===== src/shared/chan_cfg.svh =====
// constants for the expansion channel cycle controller
// assumes a 200 mhz sys_clk; channel clock is an enable derived from it
`ifndef CHAN_CFG_SVH
`define CHAN_CFG_SVH
`define SYS_CLK_NS        5
`define CHAN_CLK_NS       210
`define CHAN_DIV          (`CHAN_CLK_NS / `SYS_CLK_NS)
`define MEM_CLKS          4
`define IO_CLKS           5
`define DMA_CLKS          5
`define REF_CLKS          4
`define REF_PERIOD        72
`define RDY_MAX_CLKS      10
`define NMI_GATE_ADDR     8'ha0
`define NMI_GATE_MASK     8'hf0
`define NMI_EN_BIT        7
`define NMI_GATE_RST      1'b0
`define IO_CARD_LO        10'h100
`define IO_CARD_HI        10'h3ff
`endif


===== src/shared/chan_pkg.sv =====
// types for the expansion channel cycle controller
// assumes nothing beyond the cfg header
package chan_pkg;
    typedef enum logic [1:0] {CYC_MEM, CYC_IO, CYC_DMA, CYC_REF} cyc_kind_t;
    typedef enum {ST_IDLE, ST_RUN, ST_WAIT} cyc_state_t;
endpackage


===== src/shared/chan_tick_if.sv =====
// carries the channel clock enable between the divider and the controller
// assumes a single sys_clk domain
`timescale 1ns/10ps
`default_nettype none
interface chan_tick_if;
    logic tick;
    modport src (output tick);
    modport dst (input  tick);
endinterface
`default_nettype wire


===== src/hdl/chan_tick_div.sv =====
// divides sys_clk into the 210 ns channel clock enable
// assumes sys_clk at 200 mhz
`timescale 1ns/10ps
`default_nettype none
`include "chan_cfg.svh"
module chan_tick_div #(
    parameter int DIV = `CHAN_DIV
) (
    input  wire logic   sys_clk,
    input  wire logic   rst,
    chan_tick_if.src    tk
);
    logic [7:0] cnt_q;
    logic [7:0] cnt_d;

    always_comb begin
        if (cnt_q == 8'(DIV - 1))
            cnt_d = 8'h00;
        else
            cnt_d = cnt_q + 8'h01;
    end

    always_ff @(posedge sys_clk or posedge rst) begin
        if (rst)
            cnt_q <= 8'h00;
        else
            cnt_q <= cnt_d;
    end

    assign tk.tick = (cnt_q == 8'(DIV - 1));
endmodule
`default_nettype wire


===== src/hdl/chan_cycle_ctrl.sv =====
// expansion channel cycle controller: cycle lengths, ready stretch,
// refresh pacing, channel check to nmi with a write-only gate
// assumes requests from same-clock logic; card pins are asynchronous
//
// Contract
// processor memory cycles last four channel clocks without wait
// processor i/o cycles last five channel clocks without wait
// each dma transfer lasts five channel clocks without wait
// refresh issued every 72 channel clocks, each taking four clocks
// cycles stretch only while an addressed card holds ready low
// channel check from any card raises nmi, subject to the gate
// memory cards report parity errors on the channel check line
// after power-on the nmi path stays blocked until software enables
// write 80 hex to a0 enables nmi, 00 hex disables it
// 768 i/o addresses are left to cards, rest for system board
// 8-bit data, 20 address lines, six irq and three dma channels
// last-slot card drives its select response whenever addressed
// overlapping sync and bisync address blocks never installed together
// cards never hold ready low beyond ten channel clocks
// stretch in whole channel clock periods only
// channel check line is active low
// while dma grant is high cards ignore processor i/o cycles
// gate answers any i/o write a0 to af, using data bit 7
// system reset returns the gate to blocked
`timescale 1ns/10ps
`default_nettype none
`include "chan_cfg.svh"
module chan_cycle_ctrl #(
    parameter int REF_PERIOD = `REF_PERIOD
) (
    input  wire logic               sys_clk,
    input  wire logic               rst,
    input  wire logic               cyc_req,
    input  wire chan_pkg::cyc_kind_t cyc_kind,
    input  wire logic               cyc_write,
    input  wire logic [19:0]        cyc_addr,
    input  wire logic [7:0]         cyc_wdata,
    output logic                    cyc_busy,
    output logic                    cyc_done,
    output logic                    ref_active,
    output logic                    dma_bus_grant,
    output logic                    card_space,
    input  wire logic               channel_ready_line,
    input  wire logic               channel_error_line_n,
    input  wire logic               slot_select_response_n,
    output logic                    last_slot_steer,
    output logic                    nmi_req,
    output logic                    nmi_enabled
);

    chan_tick_if tk ();

    chan_tick_div u_div (
        .sys_clk (sys_clk),
        .rst     (rst),
        .tk      (tk)
    );

    // two-stage synchronisers for card pins
    logic rdy_s1_q, rdy_s2_q, chk_s1_q, chk_s2_q, sel_s1_q, sel_s2_q;

    always_ff @(posedge sys_clk or posedge rst) begin
        if (rst) begin
            rdy_s1_q <= 1'b1;
            rdy_s2_q <= 1'b1;
            chk_s1_q <= 1'b1;
            chk_s2_q <= 1'b1;
            sel_s1_q <= 1'b1;
            sel_s2_q <= 1'b1;
        end else begin
            rdy_s1_q <= channel_ready_line;
            rdy_s2_q <= rdy_s1_q;
            chk_s1_q <= channel_error_line_n;
            chk_s2_q <= chk_s1_q;
            sel_s1_q <= slot_select_response_n;
            sel_s2_q <= sel_s1_q;
        end
    end

    function automatic logic [3:0] nominal(input chan_pkg::cyc_kind_t k);
        unique case (k)
            chan_pkg::CYC_MEM: nominal = 4'(`MEM_CLKS);
            chan_pkg::CYC_IO:  nominal = 4'(`IO_CLKS);
            chan_pkg::CYC_DMA: nominal = 4'(`DMA_CLKS);
            chan_pkg::CYC_REF: nominal = 4'(`REF_CLKS);
        endcase
    endfunction

    chan_pkg::cyc_state_t st_q, st_d;
    chan_pkg::cyc_kind_t  kind_q, kind_d;
    logic [3:0]  clk_q, clk_d;
    logic [6:0]  ref_cnt_q, ref_cnt_d;
    logic        ref_pend_q, ref_pend_d;
    logic        wr_q, wr_d;
    logic [19:0] addr_q, addr_d;
    logic [7:0]  wdata_q, wdata_d;
    logic        done_q, done_d;
    logic        gate_q, gate_d;
    logic        nmi_q, nmi_d;
    logic        steer_q, steer_d;
    logic        gate_hit;

    always_comb begin
        st_d       = st_q;
        kind_d     = kind_q;
        clk_d      = clk_q;
        ref_cnt_d  = ref_cnt_q;
        ref_pend_d = ref_pend_q;
        wr_d       = wr_q;
        addr_d     = addr_q;
        wdata_d    = wdata_q;
        done_d     = 1'b0;
        if (tk.tick) begin
            if (ref_cnt_q == 7'(REF_PERIOD - 1)) begin
                ref_cnt_d  = 7'h00;
                ref_pend_d = 1'b1;
            end else begin
                ref_cnt_d = ref_cnt_q + 7'h01;
            end
        end
        unique case (st_q)
            chan_pkg::ST_IDLE: begin
                if (tk.tick && (ref_pend_q || ref_pend_d)) begin
                    st_d       = chan_pkg::ST_RUN;
                    kind_d     = chan_pkg::CYC_REF;
                    ref_pend_d = 1'b0;
                    clk_d      = 4'h1;
                end else if (tk.tick && cyc_req) begin
                    st_d    = chan_pkg::ST_RUN;
                    kind_d  = cyc_kind;
                    wr_d    = cyc_write;
                    addr_d  = cyc_addr;
                    wdata_d = cyc_wdata;
                    clk_d   = 4'h1;
                end
            end
            chan_pkg::ST_RUN, chan_pkg::ST_WAIT: begin
                if (tk.tick) begin
                    // wait only in the last nominal clock, whole clocks
                    if (clk_q >= nominal(kind_q) && !rdy_s2_q
                        && kind_q != chan_pkg::CYC_REF) begin
                        st_d = chan_pkg::ST_WAIT;
                    end else if (clk_q >= nominal(kind_q)) begin
                        st_d   = chan_pkg::ST_IDLE;
                        done_d = 1'b1;
                    end else begin
                        st_d  = chan_pkg::ST_RUN;
                        clk_d = clk_q + 4'h1;
                    end
                end
            end
        endcase
    end

    // any i/o write a0..af by the processor hits the gate
    assign gate_hit = done_d && kind_q == chan_pkg::CYC_IO && wr_q &&
        (addr_q[7:0] & `NMI_GATE_MASK) == `NMI_GATE_ADDR &&
        addr_q[9:8] == 2'b00;

    always_comb begin
        gate_d  = gate_hit ? wdata_q[`NMI_EN_BIT] : gate_q;
        nmi_d   = gate_q && !chk_s2_q;
        steer_d = !sel_s2_q && st_q != chan_pkg::ST_IDLE;
    end

    always_ff @(posedge sys_clk or posedge rst) begin
        if (rst) begin
            st_q       <= chan_pkg::ST_IDLE;
            kind_q     <= chan_pkg::CYC_MEM;
            clk_q      <= 4'h0;
            ref_cnt_q  <= 7'h00;
            ref_pend_q <= 1'b0;
            wr_q       <= 1'b0;
            addr_q     <= 20'h00000;
            wdata_q    <= 8'h00;
            done_q     <= 1'b0;
            gate_q     <= `NMI_GATE_RST;
            nmi_q      <= 1'b0;
            steer_q    <= 1'b0;
        end else begin
            st_q       <= st_d;
            kind_q     <= kind_d;
            clk_q      <= clk_d;
            ref_cnt_q  <= ref_cnt_d;
            ref_pend_q <= ref_pend_d;
            wr_q       <= wr_d;
            addr_q     <= addr_d;
            wdata_q    <= wdata_d;
            done_q     <= done_d;
            gate_q     <= gate_d;
            nmi_q      <= nmi_d;
            steer_q    <= steer_d;
        end
    end

    assign cyc_busy        = st_q != chan_pkg::ST_IDLE;
    assign cyc_done        = done_q;
    assign ref_active      = cyc_busy && kind_q == chan_pkg::CYC_REF;
    assign dma_bus_grant   = cyc_busy && (kind_q == chan_pkg::CYC_DMA ||
                             kind_q == chan_pkg::CYC_REF);
    assign card_space      = addr_q[9:0] >= `IO_CARD_LO;
    assign last_slot_steer = steer_q;
    assign nmi_req         = nmi_q;
    assign nmi_enabled     = gate_q;
endmodule
`default_nettype wire


===== config.mk =====
export PLATFORM = sky130hd
export DESIGN_NAME = chan_cycle_ctrl
export DESIGN_NICKNAME = d
export VERILOG_FILES = /design/src/shared/chan_pkg.sv /design/src/shared/chan_tick_if.sv /design/src/hdl/chan_tick_div.sv /design/src/hdl/chan_cycle_ctrl.sv
export VERILOG_INCLUDE_DIRS = /design/src /design/src/shared
export SDC_FILE = /design/constraint.sdc
export NUM_CORES = 1
export LEC_CHECK = 0
export ABC_AREA = 1
export BUFFER_PORTS_ARGS = -buffer_cell sky130_fd_sc_hd__buf_2
export CAP_MARGIN = 20
export CORE_ASPECT_RATIO = 0.7
export CORE_MARGIN = 5
export CORE_UTILIZATION = 53
export CTS_CLUSTER_SIZE = 16
export DETAILED_ROUTE_END_ITERATION = 16
export PLACE_DENSITY = 0.78
export SYNTH_ARGS = -nofsm -noshare
export SYNTH_HDL_FRONTEND = slang
export SYNTH_HIERARCHICAL = 1
export SYNTH_SLANG_ARGS = --single-unit
export TNS_END_PERCENT = 1

===== constraint.sdc =====
create_clock -name sys_clk -period 2.4 [get_ports sys_clk]
set_input_delay 0.48 -clock sys_clk [delete_from_list [all_inputs] [get_ports sys_clk]]
set_output_delay 0.48 -clock sys_clk [all_outputs]
set_load 0.005 [all_outputs]

==> results.py <==
metrics = {
    "outcome": {
        "outcome": "completed",
    },
    "synth": {
        "synth.top_cell.area_share_pct": 43.90,
        "syn_nets": 274,
        "synth.distinct_cells": 30,
        "synth-seq-cells": 42,
        "synthCells": 228,
        "syn_area_per_cell_um2": 9.000,
        "synthAdderAreaFrac_pct": 5.488,
        "ys.warnings.count": 6,
        "synth_top_family_by_area": "simple AND/OR/NAND/NOR gates",
        "synth_xor_area_share_pct": 2.134,
        "yosys.area_share.simple_pct": 23.23,
        "synth_area_leaders": "dfrtp_1 (44%), nand2_1 (8.6%), dfstp_2 (7.7%), inv_1 (7.5%), ha_1 (5.5%)",
        "synth_seq_area_share_pct": 51.59,
        "synthMuxAreaShare_pct": 0,
        "synth_top_cell_by_area": "dfrtp_1",
        "synth_compound_area_share_pct": 8.354,
        "syn_area_um2": 2052,
    },
    "worst_hold_path": {
        "hold_class": "in -> async",
    },
    "job": {
        "drv_cap": 0,
    },
    "power_and_ir_drop": {
        "ir_drop_mv": 0.5022,
        "p_per_area_nw_per_um2": 664.0,
        "leakage_uw": 0.001268,
    },
    "die": {
        "die_y_um": 62.06,
        "std_cell_rows": 18,
        "start_util_pct": 56.59,
        "num_io_pins": 45,
        "coreArea_um2": 3626,
        "die_w_um": 84.37,
        "dieArea_um2": 5236,
    },
    "critical_path": {
        "crit_path_start": "u_div/cnt_q[1]$_DFF_PP0_",
        "reg2reg_slack_ns": 0.43,
        "arrival_ns": 2.15,
        "path_max_fanout": 16,
        "worst_setup_path_end_kind": "flip-flop",
        "crit_path_start_kind": "flip-flop",
        "r2r_start": "u_div/cnt_q[1]$_DFF_PP0_",
        "critPathKind": "reg -> reg",
        "worstPathRequired_ns": 2.58,
    },
    "timing": {
        "fin_crit_sh_pct": 82.04,
        "setup-violations-final": 0,
        "fmax_mhz": 507.9,
        "hold_viol_final": 0,
        "period_minus_slack_ns": 1.969,
        "drv_slew": 0,
        "rsz0062_at_grt": "false",
        "maxSlewHeadroom_pct": 72.13,
        "fin_setup_tns_ns": 0,
        "tightest_slew_ns": 0.4180,
        "setup_slack_ns": 0.4311,
        "fin_worst_skew_ns": 0.007397,
    },
    "clock_tree": {
        "clkSlewWorstSetupHoldPaths_ns": 0.08,
        "cts_tree": "built",
        "cts_resized": 0,
        "cts.path.max_buffers": 2,
        "cts-root-buf": "clkbuf_8",
        "clkSinkCount": 42,
        "postCtsSetupBuffers": 0,
        "ctsHoldBuffers": 0,
        "clock_latency_ns": 0.29,
        "htreeDepth": 2,
        "cts_buffers": 5,
    },
    "cells_and_area": {
        "layout-drive-gt1-share_pct": 23.55,
        "fillCellCount": 316,
        "fin_nets": 304,
        "antenna_cells": 0,
        "syn2layout_area_growth_pct": 12.32,
        "ff_latch_area_um2": 1059,
        "multiInputGateArea_um2": 804.5,
        "final_design_area_no_fill_um2": 2305,
    },
    "placed_design": {
        "hpwlAfterDp_mm": 2.675,
        "dp_slack_ns": 0.4193,
        "dpl_cell_area_um2": 2213,
        "portBuffers": 23,
        "gp_congestion": 0.7987,
    },
    "detailed_routing": {
        "drt_iter0_markers": 66,
        "post_drt_wl_per_cell_um": 11.39,
        "drt_wl_total_mm": 3.518,
        "postRouteAntennaNets": 0,
        "post-route-drc-count": 0,
        "vias": 1471,
        "viasPerCell": 4.761,
        "first_pass_iters": 4,
    },
    "global_routing": {
        "grt_max_degree": 35,
        "grt_pass1_wl_mm": 6.375,
        "grt_overflow": 0,
        "grt_pass1_vias": 1475,
        "antenna_found_initial": 0,
        "grt_usage_pct": 15.68,
    },
}
cell usage after synthesis, drive strengths merged:
| cell type | count |
|---|---|
| xor2 | 2 |
| nor3 | 2 |
| dfstp | 6 |
| nand3 | 9 |
| a31oi | 1 |
| and3 | 1 |
| inv | 42 |
| xnor2 | 3 |
| nand3b | 2 |
| buf | 2 |
| nand2 | 54 |
| a21boi | 1 |
| dfrtp | 36 |
| o21bai | 1 |
| o21ai | 17 |
| nor2 | 30 |
| a21oi | 7 |
| nand4 | 2 |
| ha | 9 |
| nor3b | 1 |
worst paths after layout:
kind | endpoint | cells past startpoint
worst max-delay path | addr_q[8]$_DFFE_PP0P_ | 10
worst min-delay path | u_div/cnt_q[3]$_DFF_PP0_ | 2
worst max register to register | addr_q[8]$_DFFE_PP0P_ | 10
worst min register to register | rdy_s2_q$_DFF_PP1_ | 0
max in group asynchronous | chk_s2_q$_DFF_PP1_ | 3
min in group sys_clk | sel_s1_q$_DFF_PP1_ | 1
kinds of logic after synthesis:
kind of cell | count (synthesis)
simple gates | 101
buf+inv | 44
flops | 42
compound gates | 27
fa+ha+maj | 9
xor+xnor | 5
critical path, cell delays in order, from the launching register on:
cell	delay (ns)
dfrtp_1	0.38
inv_1	0.13
ha_1	0.17
nand2_1	0.06
nor2_1	0.08
nand3_1	0.11
inv_2	0.21
nand2_1	0.16
nand3b_4	0.33
nand2_1	0.16
o21ai_2	0.06
metrics by stage:
step                      cells  hold slack (ns)  power, uW  utilization, %
final                       309           0.1390       1530           63.56
after global routing        309           0.1564       1637           63.56
after CTS                   309           0.1487       1551           63.56
after detailed placement    301           0.3470       1091           61.04
after global placement      301           0.3461       1079           61.04
after floorplan             228           0.2957       1002               -
routing by layer:
metal / share of wire (%) / GRT usage, % / up-vias / routed length (um)
met5: 0 / 0 / - / 0
met4: 1.3 / 4.740 / 0 / 47
met3: 5.5 / 4.348 / 5 / 194
met2: 43 / 25.28 / 24 / 1505
met1: 50 / 21.26 / 680 / 1771
li1: - / - / 762 / -
sequential cells by signal, indices dropped and copies added, names as in the netlist:
register and count:
u_div/cnt_q 8, ref_cnt_q 7, addr_q 6, clk_q 4, kind_q 2, st_q 2, chk_s1_q 1, chk_s2_q 1
cyc_done 1, last_slot_steer 1, nmi_enabled 1, nmi_req 1, rdy_s1_q 1, rdy_s2_q 1, ref_pend_q 1, sel_s1_q 1
sel_s2_q 1, wdata_q 1, wr_q 1
layout by cell type, fill, tap and decap left out, drive strengths merged, types with 3 or more instances in the layout:
cell type,count
nand3,9
buf,25
xnor2,3
dfstp,6
dfrtp,36
o21ai,17
inv,42
a21oi,7
clkbuf,7
nand2,54
ha,9
nor2,30
layout make-up:
cell class                 count  area share (%)
multi-input combinational    142           34.91
timing repair buffer          25           5.646
clock inverter                 1          0.2172
tap                           50           2.714
sequential                    42           45.93
inverter                      42           6.840
clock buffer                   7           3.746
report_power, final:
part	leakage, uW	switching, uW	total [uW]	internal, uW
logic	0.000690	177	282	105
registers	0.000530	30.0	789	759
clock network	0.0000482	227	459	232
Note: power is estimated with default switching activity, not from simulation.
